==> config.mk <==
export PLATFORM = sky130hd
export DESIGN_NAME = ssc_exec
export DESIGN_NICKNAME = d
export VERILOG_FILES = /design/src/verilog/ssc_exec.v
export VERILOG_INCLUDE_DIRS = /design/src /design/src/verilog
export SDC_FILE = /design/constraint.sdc
export NUM_CORES = 1
export LEC_CHECK = 0
export ABC_AREA = 1
export BUFFER_PORTS_ARGS = -buffer_cell sky130_fd_sc_hd__buf_2
export CORE_MARGIN = 10
export CORE_UTILIZATION = 59
export DETAILED_ROUTE_END_ITERATION = 7
export GPL_TIMING_DRIVEN = 0
export PLACE_DENSITY = 0.87
export SYNTH_ARGS = -nofsm -noshare
export SYNTH_HDL_FRONTEND = slang
export SYNTH_SLANG_ARGS = --single-unit
==> constraint.sdc <==
create_clock -name clock_i -period 7.9 [get_ports clock_i]
set_clock_uncertainty 0.2 [all_clocks]
set_input_delay 1.185 -clock clock_i [delete_from_list [all_inputs] [get_ports clock_i]]
set_output_delay 1.185 -clock clock_i [all_outputs]
set_load 0.01 [all_outputs]
==> src/verilog/ssc_defs.vh <==
// Constants for the skip and system-control execution unit.
// Assumes one clock domain and a plain register port of four addresses.
`ifndef SSC_DEFS_VH
`define SSC_DEFS_VH

// Instruction codes delivered by the core's decoder.
`define SSC_OP_W 5
`define SSC_OP_NOP 5'h00
`define SSC_OP_CEQ_MEM 5'h01
`define SSC_OP_CEQ_IMM 5'h02
`define SSC_OP_CNE_MEM 5'h03
`define SSC_OP_CNE_IMM 5'h04
`define SSC_OP_TEST_LOW 5'h05
`define SSC_OP_TEST_HIGH 5'h06
`define SSC_OP_INCZ_ACC 5'h07
`define SSC_OP_INCZ_MEM 5'h08
`define SSC_OP_DECZ_ACC 5'h09
`define SSC_OP_DECZ_MEM 5'h0A
`define SSC_OP_CALL 5'h0B
`define SSC_OP_GOTO 5'h0C
`define SSC_OP_RET_IMM 5'h0D
`define SSC_OP_RET 5'h0E
`define SSC_OP_RETI 5'h0F
`define SSC_OP_JUMP_ADD 5'h10
`define SSC_OP_INT_ON 5'h11
`define SSC_OP_INT_OFF 5'h12
`define SSC_OP_HALT_SYS 5'h13
`define SSC_OP_HALT_EXE 5'h14
`define SSC_OP_SW_RESET 5'h15
`define SSC_OP_WDT_CLEAR 5'h16

// Stack step per call or return, in bytes.
`define SSC_STACK_STEP 8'h02

// Register port addresses.
`define SSC_REG_AW 2
`define SSC_REG_CTRL 2'h0
`define SSC_REG_STATUS 2'h1
`define SSC_REG_PC_LOW 2'h2
`define SSC_REG_STACK 2'h3

// Field positions.
`define SSC_CTRL_WAKE 0
`define SSC_ST_HALT_SYS 0
`define SSC_ST_HALT_EXE 1
`define SSC_ST_GIE 2
`define SSC_ST_SQ_LO 3
`define SSC_ST_SQ_HI 4

// Reset values.
`define SSC_RST_BYTE 8'h00
`define SSC_RST_STACK 8'h00

`endif

==> src/verilog/ssc_exec.v <==
// Execution unit for the conditional-skip and system-control instructions.
// Assumes a decoder on the same clock that presents one decoded instruction
// per cycle with its operands, and a stack memory that shows the word at
// stack_pointer minus two on stack_rdata_i.
//
// Added by the designer: the address map and the strobed register port.
`include "ssc_defs.vh"

// Overview of operation
// - Compare-equal memory: skip on match, subtract flags.
// - Compare-not-equal memory: skip on mismatch, flags.
// - Compare-not-equal immediate: skip on mismatch.
// - Test bit low: skip, flags unchanged.
// - Test bit high: skip, flags unchanged.
// - Increment, write back, skip on zero.
// - Decrement, write back, skip on zero.
// - Call pushes return address, jumps, stack plus two.
// - Goto loads target, two cycles, no flags.
// - Return immediate loads accumulator then returns.
// - Return pops stack by two into counter.
// - Interrupt return resumes and sets global enable.
// - No-operation takes one cycle, changes nothing.
// - Computed jump adds accumulator to counter.
// - Interrupt enable lets requests through.
// - Interrupt disable blocks requests.
// - Full halt stops clocks and oscillators.
// - Execution halt stops clocks, oscillators keep running.
// - Software reset resets the whole chip.
// - Watchdog clear restarts the watchdog count.
// - Compare-equal immediate: skip on match.
module ssc_exec #(
  parameter PCW = 12
) (
  // Clock and reset.
  input wire clock_i,
  input wire rstn_i,
  // Register port.
  input wire [`SSC_REG_AW-1:0] reg_addr_i,
  input wire [7:0] reg_wdata_i,
  input wire reg_we_i,
  input wire reg_re_i,
  output reg [7:0] reg_rdata_o,
  // Decoded instruction and operands.
  input wire instr_valid_i,
  input wire [`SSC_OP_W-1:0] instr_op_i,
  input wire [7:0] operand_i,
  input wire [7:0] acc_i,
  input wire [7:0] imm_i,
  input wire [2:0] bit_sel_i,
  input wire [PCW-1:0] target_i,
  input wire [PCW-1:0] stack_rdata_i,
  input wire wake_i,
  // Program flow.
  output reg [PCW-1:0] program_counter_o,
  output reg [7:0] stack_pointer_o,
  output reg stack_we_o,
  output reg [7:0] stack_addr_o,
  output reg [PCW-1:0] stack_wdata_o,
  output reg bubble_o,
  // Data results.
  output reg acc_we_o,
  output reg [7:0] acc_wdata_o,
  output reg mem_we_o,
  output reg [7:0] mem_wdata_o,
  output reg flag_we_o,
  output reg zero_flag_o,
  output reg carry_flag_o,
  output reg auxiliary_carry_flag_o,
  output reg overflow_flag_o,
  // System control.
  output reg gie_o,
  output reg clk_stop_o,
  output reg osc_stop_o,
  output reg chip_reset_o,
  output reg wdt_clear_o
);

  // Squash states for the instruction after a skip or a jump.
  localparam SQ_NONE = 2'b00;
  localparam SQ_SKIP = 2'b01;
  localparam SQ_FLUSH = 2'b10;

  // Subtraction a - b: {overflow, aux borrow, borrow, zero, result}.
  function [11:0] sub_flags;
    input [7:0] a;
    input [7:0] b;
    reg [8:0] d;
    reg [4:0] h;
    begin
      d = {1'b0, a} - {1'b0, b};
      h = {1'b0, a[3:0]} - {1'b0, b[3:0]};
      sub_flags = {(a[7] ^ b[7]) & (a[7] ^ d[7]), h[4], d[8], d[7:0] == 8'h00, d[7:0]};
    end
  endfunction

  // Addition a + b: {overflow, aux carry, carry, zero, result}.
  function [11:0] add_flags;
    input [7:0] a;
    input [7:0] b;
    reg [8:0] s;
    reg [4:0] h;
    begin
      s = {1'b0, a} + {1'b0, b};
      h = {1'b0, a[3:0]} + {1'b0, b[3:0]};
      add_flags = {~(a[7] ^ b[7]) & (a[7] ^ s[7]), h[4], s[8], s[7:0] == 8'h00, s[7:0]};
    end
  endfunction

  reg [PCW-1:0] pc_ff;
  reg [PCW-1:0] nxt_pc;
  reg [7:0] stk_ff;
  reg [7:0] nxt_stk;
  reg [1:0] sq_ff;
  reg [1:0] nxt_sq;
  reg gie_ff;
  reg nxt_gie;
  reg hsys_ff;
  reg nxt_hsys;
  reg hexe_ff;
  reg nxt_hexe;
  reg nxt_stack_we;
  reg [PCW-1:0] nxt_stack_wdata;
  reg nxt_acc_we;
  reg [7:0] nxt_acc_wdata;
  reg nxt_mem_we;
  reg [7:0] nxt_mem_wdata;
  reg nxt_flag_we;
  reg [3:0] nxt_flags;
  reg [3:0] flags_ff;
  reg nxt_chip_reset;
  reg nxt_wdt_clear;
  reg nxt_bubble;
  reg [7:0] nxt_rdata;
  reg [11:0] alu;
  reg skip;

  wire halted = hsys_ff | hexe_ff;
  wire issue = instr_valid_i & ~halted;
  wire exec = issue & (sq_ff == SQ_NONE);
  wire [PCW-1:0] pc_inc = pc_ff + {{(PCW-1){1'b0}}, 1'b1};
  wire wake = wake_i | (reg_we_i & (reg_addr_i == `SSC_REG_CTRL) & reg_wdata_i[`SSC_CTRL_WAKE]);
  wire do_sw_reset = exec & (instr_op_i == `SSC_OP_SW_RESET);

  always @* begin
    nxt_pc = pc_ff;
    nxt_stk = stk_ff;
    nxt_sq = sq_ff;
    nxt_gie = gie_ff;
    nxt_hsys = hsys_ff;
    nxt_hexe = hexe_ff;
    nxt_stack_we = 1'b0;
    nxt_stack_wdata = stack_wdata_o;
    nxt_acc_we = 1'b0;
    nxt_acc_wdata = acc_wdata_o;
    nxt_mem_we = 1'b0;
    nxt_mem_wdata = mem_wdata_o;
    nxt_flag_we = 1'b0;
    nxt_flags = flags_ff;
    nxt_chip_reset = 1'b0;
    nxt_wdt_clear = 1'b0;
    nxt_bubble = 1'b0;
    alu = 12'h000;
    skip = 1'b0;
    if (halted && wake) begin
      nxt_hsys = 1'b0;
      nxt_hexe = 1'b0;
    end
    if (issue && sq_ff != SQ_NONE) begin
      nxt_bubble = 1'b1;
      nxt_sq = SQ_NONE;
      if (sq_ff == SQ_SKIP) begin
        nxt_pc = pc_inc;
      end
    end
    if (exec) begin
      nxt_pc = pc_inc;
      case (instr_op_i)
        `SSC_OP_CEQ_MEM: begin
          alu = sub_flags(acc_i, operand_i);
          skip = alu[8];
          nxt_flag_we = 1'b1;
        end
        `SSC_OP_CEQ_IMM: begin
          alu = sub_flags(acc_i, imm_i);
          skip = alu[8];
          nxt_flag_we = 1'b1;
        end
        `SSC_OP_CNE_MEM: begin
          alu = sub_flags(acc_i, operand_i);
          skip = ~alu[8];
          nxt_flag_we = 1'b1;
        end
        `SSC_OP_CNE_IMM: begin
          alu = sub_flags(acc_i, imm_i);
          skip = ~alu[8];
          nxt_flag_we = 1'b1;
        end
        `SSC_OP_TEST_LOW: begin
          skip = ~operand_i[bit_sel_i];
        end
        `SSC_OP_TEST_HIGH: begin
          skip = operand_i[bit_sel_i];
        end
        `SSC_OP_INCZ_ACC: begin
          alu = add_flags(acc_i, 8'h01);
          skip = alu[8];
          nxt_flag_we = 1'b1;
          nxt_acc_we = 1'b1;
          nxt_acc_wdata = alu[7:0];
        end
        `SSC_OP_INCZ_MEM: begin
          alu = add_flags(operand_i, 8'h01);
          skip = alu[8];
          nxt_flag_we = 1'b1;
          nxt_mem_we = 1'b1;
          nxt_mem_wdata = alu[7:0];
        end
        `SSC_OP_DECZ_ACC: begin
          alu = sub_flags(acc_i, 8'h01);
          skip = alu[8];
          nxt_flag_we = 1'b1;
          nxt_acc_we = 1'b1;
          nxt_acc_wdata = alu[7:0];
        end
        `SSC_OP_DECZ_MEM: begin
          alu = sub_flags(operand_i, 8'h01);
          skip = alu[8];
          nxt_flag_we = 1'b1;
          nxt_mem_we = 1'b1;
          nxt_mem_wdata = alu[7:0];
        end
        `SSC_OP_CALL: begin
          nxt_stack_we = 1'b1;
          nxt_stack_wdata = pc_inc;
          nxt_pc = target_i;
          nxt_stk = stk_ff + `SSC_STACK_STEP;
          nxt_sq = SQ_FLUSH;
        end
        `SSC_OP_GOTO: begin
          nxt_pc = target_i;
          nxt_sq = SQ_FLUSH;
        end
        `SSC_OP_RET_IMM: begin
          nxt_acc_we = 1'b1;
          nxt_acc_wdata = imm_i;
          nxt_pc = stack_rdata_i;
          nxt_stk = stk_ff - `SSC_STACK_STEP;
          nxt_sq = SQ_FLUSH;
        end
        `SSC_OP_RET: begin
          nxt_pc = stack_rdata_i;
          nxt_stk = stk_ff - `SSC_STACK_STEP;
          nxt_sq = SQ_FLUSH;
        end
        `SSC_OP_RETI: begin
          nxt_pc = stack_rdata_i;
          nxt_stk = stk_ff - `SSC_STACK_STEP;
          nxt_sq = SQ_FLUSH;
          nxt_gie = 1'b1;
        end
        `SSC_OP_JUMP_ADD: begin
          nxt_pc = pc_ff + {{(PCW-8){1'b0}}, acc_i};
          nxt_sq = SQ_FLUSH;
        end
        `SSC_OP_INT_ON: begin
          nxt_gie = 1'b1;
        end
        `SSC_OP_INT_OFF: begin
          nxt_gie = 1'b0;
        end
        `SSC_OP_HALT_SYS: begin
          nxt_hsys = 1'b1;
        end
        `SSC_OP_HALT_EXE: begin
          nxt_hexe = 1'b1;
        end
        `SSC_OP_SW_RESET: begin
          nxt_chip_reset = 1'b1;
        end
        `SSC_OP_WDT_CLEAR: begin
          nxt_wdt_clear = 1'b1;
        end
        default: begin
          nxt_pc = pc_inc;
        end
      endcase
      if (skip) begin
        nxt_sq = SQ_SKIP;
      end
      if (nxt_flag_we) begin
        nxt_flags = alu[11:8];
      end
    end
  end

  always @* begin
    case (reg_addr_i)
      `SSC_REG_STATUS: nxt_rdata = {3'b000, sq_ff, gie_ff, hexe_ff, hsys_ff};
      `SSC_REG_PC_LOW: nxt_rdata = pc_ff[7:0];
      `SSC_REG_STACK: nxt_rdata = stk_ff;
      default: nxt_rdata = `SSC_RST_BYTE;
    endcase
    if (!reg_re_i) begin
      nxt_rdata = `SSC_RST_BYTE;
    end
  end

  always @(posedge clock_i) begin
    if (!rstn_i || do_sw_reset) begin
      pc_ff <= {PCW{1'b0}};
      stk_ff <= `SSC_RST_STACK;
      sq_ff <= SQ_NONE;
      gie_ff <= 1'b0;
      hsys_ff <= 1'b0;
      hexe_ff <= 1'b0;
      flags_ff <= 4'h0;
      stack_we_o <= 1'b0;
      stack_wdata_o <= {PCW{1'b0}};
      stack_addr_o <= `SSC_RST_STACK;
      acc_we_o <= 1'b0;
      acc_wdata_o <= `SSC_RST_BYTE;
      mem_we_o <= 1'b0;
      mem_wdata_o <= `SSC_RST_BYTE;
      flag_we_o <= 1'b0;
      wdt_clear_o <= 1'b0;
      bubble_o <= 1'b0;
      reg_rdata_o <= `SSC_RST_BYTE;
    end else begin
      pc_ff <= nxt_pc;
      stk_ff <= nxt_stk;
      sq_ff <= nxt_sq;
      gie_ff <= nxt_gie;
      hsys_ff <= nxt_hsys;
      hexe_ff <= nxt_hexe;
      flags_ff <= nxt_flags;
      stack_we_o <= nxt_stack_we;
      stack_wdata_o <= nxt_stack_wdata;
      stack_addr_o <= stk_ff;
      acc_we_o <= nxt_acc_we;
      acc_wdata_o <= nxt_acc_wdata;
      mem_we_o <= nxt_mem_we;
      mem_wdata_o <= nxt_mem_wdata;
      flag_we_o <= nxt_flag_we;
      wdt_clear_o <= nxt_wdt_clear;
      bubble_o <= nxt_bubble;
      reg_rdata_o <= nxt_rdata;
    end
  end

  // Software reset pulse is held outside the reset so it survives it.
  always @(posedge clock_i) begin
    if (!rstn_i) begin
      chip_reset_o <= 1'b0;
    end else begin
      chip_reset_o <= nxt_chip_reset;
    end
  end

  always @* begin
    program_counter_o = pc_ff;
    stack_pointer_o = stk_ff;
    gie_o = gie_ff;
    clk_stop_o = hsys_ff | hexe_ff;
    osc_stop_o = hsys_ff;
    zero_flag_o = flags_ff[0];
    carry_flag_o = flags_ff[1];
    auxiliary_carry_flag_o = flags_ff[2];
    overflow_flag_o = flags_ff[3];
  end

endmodule

# Word-level counts from Yosys, hierarchy flattened
# Cells that the tools add are included.
# totals
out_inout_bits,78
regBits,80
wordCells,161
# op_classes
bitwise,29
reduce_logical,38
n_eq_ne,26
add_sub_neg,16
order_cmp,1
muxes,32
# op_table
cell,n
one-hot mux 12 bit (6 select lines),1
zero test 8 bit,6
one-hot mux 8 bit (3 select lines),2
"== test 5 x 4 -> 1 bit, second input constant",8
2-to-1 mux 12 bit,3
one-hot mux 12 bit (3 select lines),1
"== test 5 bit, second input constant",7
one-hot mux 8 bit (2 select lines),2
"== test 5 x 3 -> 1 bit, second input constant",4
"adder 8 x 1 -> 9 bit, second input constant",2
"subtractor 8 x 1 -> 9 bit, second input constant",2
subtractor 8 x 8 -> 9 bit,2
2-to-1 mux 1 bit,16
AND reduction 2 bit,8
OR reduction 2 bit,7
"adder 12 x 1 -> 12 bit, second input constant",1
adder 12 x 8 -> 12 bit,1
nonzero test 2 bit,6
bitwise AND 1 bit,11
"adder 4 x 1 -> 5 bit, second input constant",2
"== test 5 x 2 -> 1 bit, second input constant",2
one-hot mux 1 bit (10 select lines),1
"subtractor 4 x 1 -> 5 bit, second input constant",2
subtractor 4 x 4 -> 5 bit,2
20 further kinds,43

# Logic depth before layout (Yosys ltp)
# Gate-level depths: netlist (run 1).
# depth
depth_word,8
ltp_mapped,18

# Least setup slack after synthesis (run 1)
# OpenSTA, ideal clock, no wires.
# synth_timing
kind,input-to-reg
start,in instr_op_i[4]
end,reg stk_ff[7] (netlist: stack_pointer_o[7])
t_arrival_ns,3.102
setup_time_ns,0.070
stages,13
setup_slack_ns,4.528
t_required_ns,7.630
path_cell_list,inv_2 -> nand3_2 -> nor2_2 -> buf_2 -> ha_1 -> a21oi_1 -> nand2_1 -> a21o_1 -> a21oi_1 -> o22ai_1 -> o21ai_0 -> o21ai_0 -> a21oi_1
# synth_between
elab_chain_len,4
word_cells_on_any_way,11
classes_between,5 x eq/ne; 1 x mux; 1 x bitwise; 4 x reduce/logical
# synth_rtl
element,line,source
from (decl),ssc_exec.v:45,"input wire [`SSC_OP_W-1:0] instr_op_i,"
== test 5 x 4 -> 1 bit,ssc_exec.v:177,case (instr_op_i)
OR reduction 3 bit (no line),--,
nonzero test 2 bit (no line),--,
AND reduction 2 bit (no line),--,
to (signal assigned),ssc_exec.v:311,stk_ff <= `SSC_RST_STACK;
to (signal assigned),ssc_exec.v:330,stk_ff <= nxt_stk;
to (decl),ssc_exec.v:111,reg [7:0] stk_ff;
# Several ways; a longest one is shown, not always the timed one.
# A chain may end at the register's enable or synchronous reset.

# Final worst setup path (run 1)
# Ends and elaborated chain as after synthesis.

==> metrics, run 1 <==
cell mode on critical path a21oi_1; Post-Synthesis Cells 985; fillcell total 938; routed len/inst 15.7 um; total CTS buffers 9; kind of critical path in2reg; final setup fails 0; Netlist Area Pre-Place 6230 sq um; die area 15,100 sq um; violation count after the first detailed-route iteration 760; # hold bufs at CTS 0; Max Transition Viols Final 0; crit path time final 3.71 ns; Avg Vias per Cell 5.62; Clk pin slew, worst setup/hold paths 0.09 ns; CP max stage cell buf_2; Die H 123 um; routed via count 7,179; FF+latch count, synth 78; Ys Warns 0; WL final 20,100 um; uppermost routed layer met4; Synth cell types 47; CTS root buf clkbuf_8; row cnt 37; largest net degree at the start of global routing 17; startpoint types primary input; sequential-to-total area share from yosys stat 25.1%; TritonCTS clock tree built; RSZ-0062 raised after global routing false; Buffers on Ports 139; crit share post-route 47.0%; CTS sink cnt 78; critical path buffer and inverter count 3; crit-path max FO 15; crit path from instr_op_i[4]; core area 10,300 sq um; final number of hold-violating endpoints 0; critical-path cell list buf_2 -> inv_2 -> nand3_2 -> nor2_2 -> buf_2 -> ha_1 -> a21oi_1 -> nand2_1 -> a21o_1 -> a21oi_1 -> o22ai_1 -> o21ai_0 -> o21ai_0 -> a21oi_1; Post-DP HPWL 16,000 um; number of detailed-route iterations in the first pass 5; vias in the first global route 6,595; outcome completed; worst slew pin tran 0.637 ns; highest clock rate 0.270 GHz; VDD IR-drop max 0.110 mV; antenna violations before repair 1; Met1 Wirelength 8650 um; Starting Density 60.4%; multi-input logic area 4030 sq um; first-pass GRT wire length 31,800 um; Worst Setup End Kind flip-flop; # DRC 0; H-tree depth 3; Fin Setup TNS 0 ns; Antenna Nets Post-Route 0; Syn Area/Cell 6.33 sq um; clk buf depth 2; Area growth, synth to finish 17.0%; net count reported at finish 1,258; HP Start stack_wdata_o[0]$_SDFFE_PP0P_; post-CTS setup buffer count 0; Critical Path Max Stage Delay 0.37 ns; layout cells sized above 1 18.0%; Top delay family on crit path compound AO/OA/AOI/OAI gates; Congestion Overflow GR 0; num ports 150; Hold WC Path Type reg2reg; Clk Latency, worst-skew pair 0.37 ns; critical path required time 8.00 ns; Register Area 1560 sq um; chip width 123 um; routability congestion estimate 0.973; worst relative slew slack 57.6%; met2 wire len 9130 um; Resize count post-CTS 0; Lkg Pwr 3.85 nW; critical path data arrival time 3.81 ns; PwrDens 132 nW/um^2; max-cap violation count 0; PnR Total Power 961 uW; RR Startpoint osc_stop_o$_SDFF_PP0_; WL met3 1930 um; GRT Resource Usage Total 25.6%
==> flip-flops by register name, indices dropped and copies added, names as in the netlist <==
name,cells
sq_ff,2
flags_ff,4
mem_wdata_o,8
chip_reset_o,1
gie_o,1
program_counter_o,12
stack_wdata_o,12
wdt_clear_o,1
osc_stop_o,1
stack_addr_o,7
mem_we_o,1
stack_pointer_o,7
stack_we_o,1
acc_we_o,1
flag_we_o,1
reg_rdata_o,8
hexe_ff,1
bubble_o,1
acc_wdata_o,8
==> where the power goes <==
part	switching (mW)	total [mW]	internal, mW	leakage, nW
combinational	0.165	0.253	0.0877	3.13
clock	0.174	0.294	0.120	0.0888
sequential	0.0116	0.415	0.403	0.631
==> placed cells by master, fill, tap and decap left out, types with 3 or more instances in the layout <==
cell,count
nand2_1,264
buf_2,150
inv_1,133
nor2_1,103
dfxtp_1,78
a21oi_1,72
nand3_1,58
o21ai_0,51
ha_1,48
nand4_1,21
xor2_1,17
o22ai_1,11
nor3_1,11
inv_2,9
a31oi_1,9
clkbuf_8,9
a211oi_1,7
o211ai_1,7
nand2_2,6
xnor2_1,6
nor4_1,5
a221oi_1,5
a22oi_1,5
clkbuf_1,4
nor2_2,4
nand3_2,3
buf_4,3
o221ai_1,3
nand3b_1,3
inv_6,3
==> final timing paths <==
path | endpoint | cells after the start | slack [ns]
max | stack_pointer_o[7]$_SDFFE_PP0P_ | 14 | 4.19
min | stack_wdata_o[0]$_SDFFE_PP0P_ | 2 | 0.26
max reg2reg | stack_pointer_o[7]$_SDFFE_PP0P_ | 13 | 5.35
min reg2reg | stack_wdata_o[0]$_SDFFE_PP0P_ | 2 | 0.26
==> layout make-up <==
class / count / area share [%]
sequential: 78 / 21.4
antenna: 1 / 0.0343
clock buffer: 9 / 1.70
multi-input combinational: 745 / 55.2
inverter: 144 / 7.48
clock inverter: 7 / 0.841
timing repair buffer: 139 / 9.54
tap: 136 / 2.33
buffer: 19 / 1.42
==> tightest hold or removal path, stage by stage (launching register included) <==
cell	delay, ns
dfxtp_1	0.32
nand2_1	0.06
a21oi_1	0.05
==> through the flow <==
stage          instance area [sq um]  util [%]  hold slack, ns  setup WS [ns]  cells
2_1_floorplan                   6240         -           0.262           4.53    986
3_3_place_gp                    7100      68.8           0.249           3.97   1261
3_5_place_dp                    7100      68.8           0.253           3.90   1261
4_1_cts                         7290      70.6           0.265           4.22   1277
5_1_grt                         7290      70.6           0.283           4.02   1278
6_report                        7290      70.6           0.263           4.19   1278
==> kinds of logic after synthesis <==
kind of cell | count (synthesis) | synth area share (%)
DFF | 78 | 25.1
AOI/OAI and AO/OA | 183 | 17.0
other | 1 | 0.0602
and+or+nand+nor | 487 | 34.0
buffers and inverters | 163 | 10.4
adders and majority gates | 50 | 10.3
xor gates and xnor gates | 23 | 3.23
==> Yosys cell counts, drive strengths merged <==
master,instances,share of area [%]
nand2,270,17
inv,144,8.8
nor2,111,7.6
dfxtp,78,25
a21oi,73,5.9
nand3,62,5.4
o21ai,54,4.5
ha,48,9.6
nand4,21,2.1
xor2,17,2.4
buf,15,1.4
nor3,12,1.1
o22ai,11,1.1
a31oi,9,0.90
a211oi,7,0.84
o211ai,7,0.84
xnor2,6,0.84
a221oi,5,0.70
a22oi,5,0.60
nor4,5,0.50
clkbuf,4,0.24
nand3b,3,0.36
o221ai,3,0.42
a21o,2,0.24
a311oi,2,0.28
a41oi,2,0.28
fa,2,0.64
or2,2,0.20
a21boi,1,0.12
a32oi,1,0.14
conb,1,0.060
nor3b,1,0.12
o21a,1,0.12
==> layer usage <==
metal,vias to the layer above,global-route usage (%)
met2,356,41.5
met3,40,4.78
met1,3223,34.1
met5,-,0
li1,3560,-
met4,0,6.92
(Power assumes the default switching activity.)
==> inputs of run 2 (changes only) <==
Settings changed: CORE_UTILIZATION 59 to 50, PLACE_DENSITY 0.87 to 0.78.
Clock period 7.9 ns to 3.1 ns, I/O delays scaled along.
==> metrics, run 2 (synthesis results as in run 1) <==
worst relative slew slack 60.4% (+2.9 points); max-cap violation count 0 (unchanged); PwrDens 384 nW/um^2 (+190%); Buffers on Ports 139 (unchanged); first-pass GRT wire length 33,400 um (+5.0%); Fin Setup TNS 0 ns (unchanged); Hold WC Path Type in2reg; CTS root buf clkbuf_16; worst slew pin tran 0.594 ns (-0.0430 ns); final number of hold-violating endpoints 0 (unchanged); Avg Vias per Cell 5.32 (-5.3%); crit-path max FO 15 (unchanged); crit path time final 2.76 ns; Switching Fraction 30.9% (-5.5 points); Die H 132 um (+7.2%); Clock Power Share 40.8% (+10 points); Clk Latency, worst-skew pair 0.34 ns (-0.03 ns); crit path from instr_op_i[4]; Post-DP HPWL 16,200 um (+1.4%); number of detailed-route iterations in the first pass 5 (unchanged); Starting Density 51.5% (-8.9 points); vias in the first global route 6,814 (+3.3%); violation count after the first detailed-route iteration 734 (-3.4%); Worst Setup End Kind flip-flop; Clk pin slew, worst setup/hold paths 0.06 ns (-0.03 ns); combinational share of power 22.4% (-3.9 points); num ports 150 (unchanged); net count reported at finish 1,258 (unchanged); TritonCTS clock tree built; antenna violations before repair 0 (-1); Antenna Nets Post-Route 0 (unchanged); layout cells sized above 1 18.0% (unchanged); routed via count 6,966 (-3.0%); core area 12,100 sq um (+17%); final setup fails 0 (unchanged); WL final 20,400 um (+1.9%); sequential share of power 36.8% (-6.4 points); VDD IR-drop max 0.391 mV (+260%); critical path required time 3.17 ns (-4.83 ns); chip width 132 um (+7.2%); die area 17,300 sq um (+15%); most frequent cells in the layout nand2_1 (264), buf_2 (149), inv_1 (133); row cnt 40 (+8.1%); routed len/inst 15.6 um (-0.52%); Area growth, synth to finish 20.0%; Max Transition Viols Final 0 (unchanged); critical path data arrival time 2.83 ns (-0.98 ns); H-tree depth 3 (unchanged); Net Sw Power 889 uW (+150%); Lkg Pwr 3.92 nW (+1.7%); CTS sink cnt 78 (unchanged); # DRC 0 (unchanged); largest net degree at the start of global routing 16 (-1); worst hold slack 0.169 ns (-0.0933 ns); routability congestion estimate 0.966 (-0.77%); most common cell after layout, fill and taps aside nand2_1; outcome completed; HP Start rstn_i; Int Power 1.98 mW (+220%); clk buf depth 2 (unchanged); crit share post-route 89.1%; RSZ-0062 raised after global routing false; Congestion Overflow GR 0 (unchanged); antenna cell count 0 (-1); startpoint types primary input; GRT Resource Usage Total 22.8% (-2.8 points); highest clock rate 0.362 GHz; kind of critical path in2reg; RR Startpoint osc_stop_o$_SDFF_PP0_; total CTS buffers 9 (unchanged)
[run 2: power groups by stage]
stage	combinational (mW)	clock [mW]	sequential, mW
after CTS	0.635	1.18	1.06
after floorplan	0.413	0	1.08
after global placement	0.623	0	1.08
final	0.643	1.17	1.06
after detailed placement	0.630	0	1.08
after global routing	0.730	1.22	1.06
[run 2: final timing paths]
path / to / slack, ns / cells after the start
min: chip_reset_o$_SDFF_PN0_ / 0.17 / 3
min reg2reg: stack_wdata_o[0]$_SDFFE_PP0P_ / 0.26 / 2
max: stack_pointer_o[7]$_SDFFE_PP0P_ / 0.34 / 14
max reg2reg: stack_wdata_o[10]$_SDFFE_PP0P_ / 0.60 / 13
[run 2: metal layers]
metal | global-route usage [%] | up-vias | wire [um]
met1 | 29.7 | 3114 | 9340
met5 | 0 | - | 0
li1 | - | 3544 | -
met3 | 5.18 | 31 | 1680
met2 | 36.8 | 277 | 9060
met4 | 6.67 | 0 | 358
[run 2: cell type report]
class                           count  area [sq um]
Clock buffer                       10           239
Timing Repair Buffer              139           696
Tap cell                          168           210
Fill cell                        1191          4630
Inverter                          144           546
Multi-Input combinational cell    745          4030
Sequential cell                    78          1560
Clock inverter                      6          92.6
Buffer                             19           106
[run 2: repair_timing]
item	in CTS	in global routing
setup buffers	0	0
resized for setup	0	3
hold buffers	0	0
endpoints found under the setup margin	0	2
[run 2: through the flow]
stage	instance area (sq um)	std cells	util [%]	worst slack [ns]	total power, mW
after floorplan	6240	986	-	0.448	1.50
after global placement	7140	1293	59.0	-0.103	1.70
after detailed placement	7140	1293	59.0	-0.171	1.71
after CTS	7470	1309	61.7	0.172	2.87
after global routing	7480	1309	61.8	0.0613	3.01
final	7480	1309	61.8	0.339	2.87
[run 2: worst max-delay path, cell delays in order]
cell	delay, ns
buf_2	0.13
inv_2	0.17
nand3_2	0.19
nor2_4	0.22
buf_4	0.27
ha_1	0.31
a21oi_1	0.16
nand2_1	0.11
a21o_1	0.17
a21oi_1	0.18
o22ai_1	0.09
o21ai_0	0.10
o21ai_0	0.10
a21oi_1	0.15
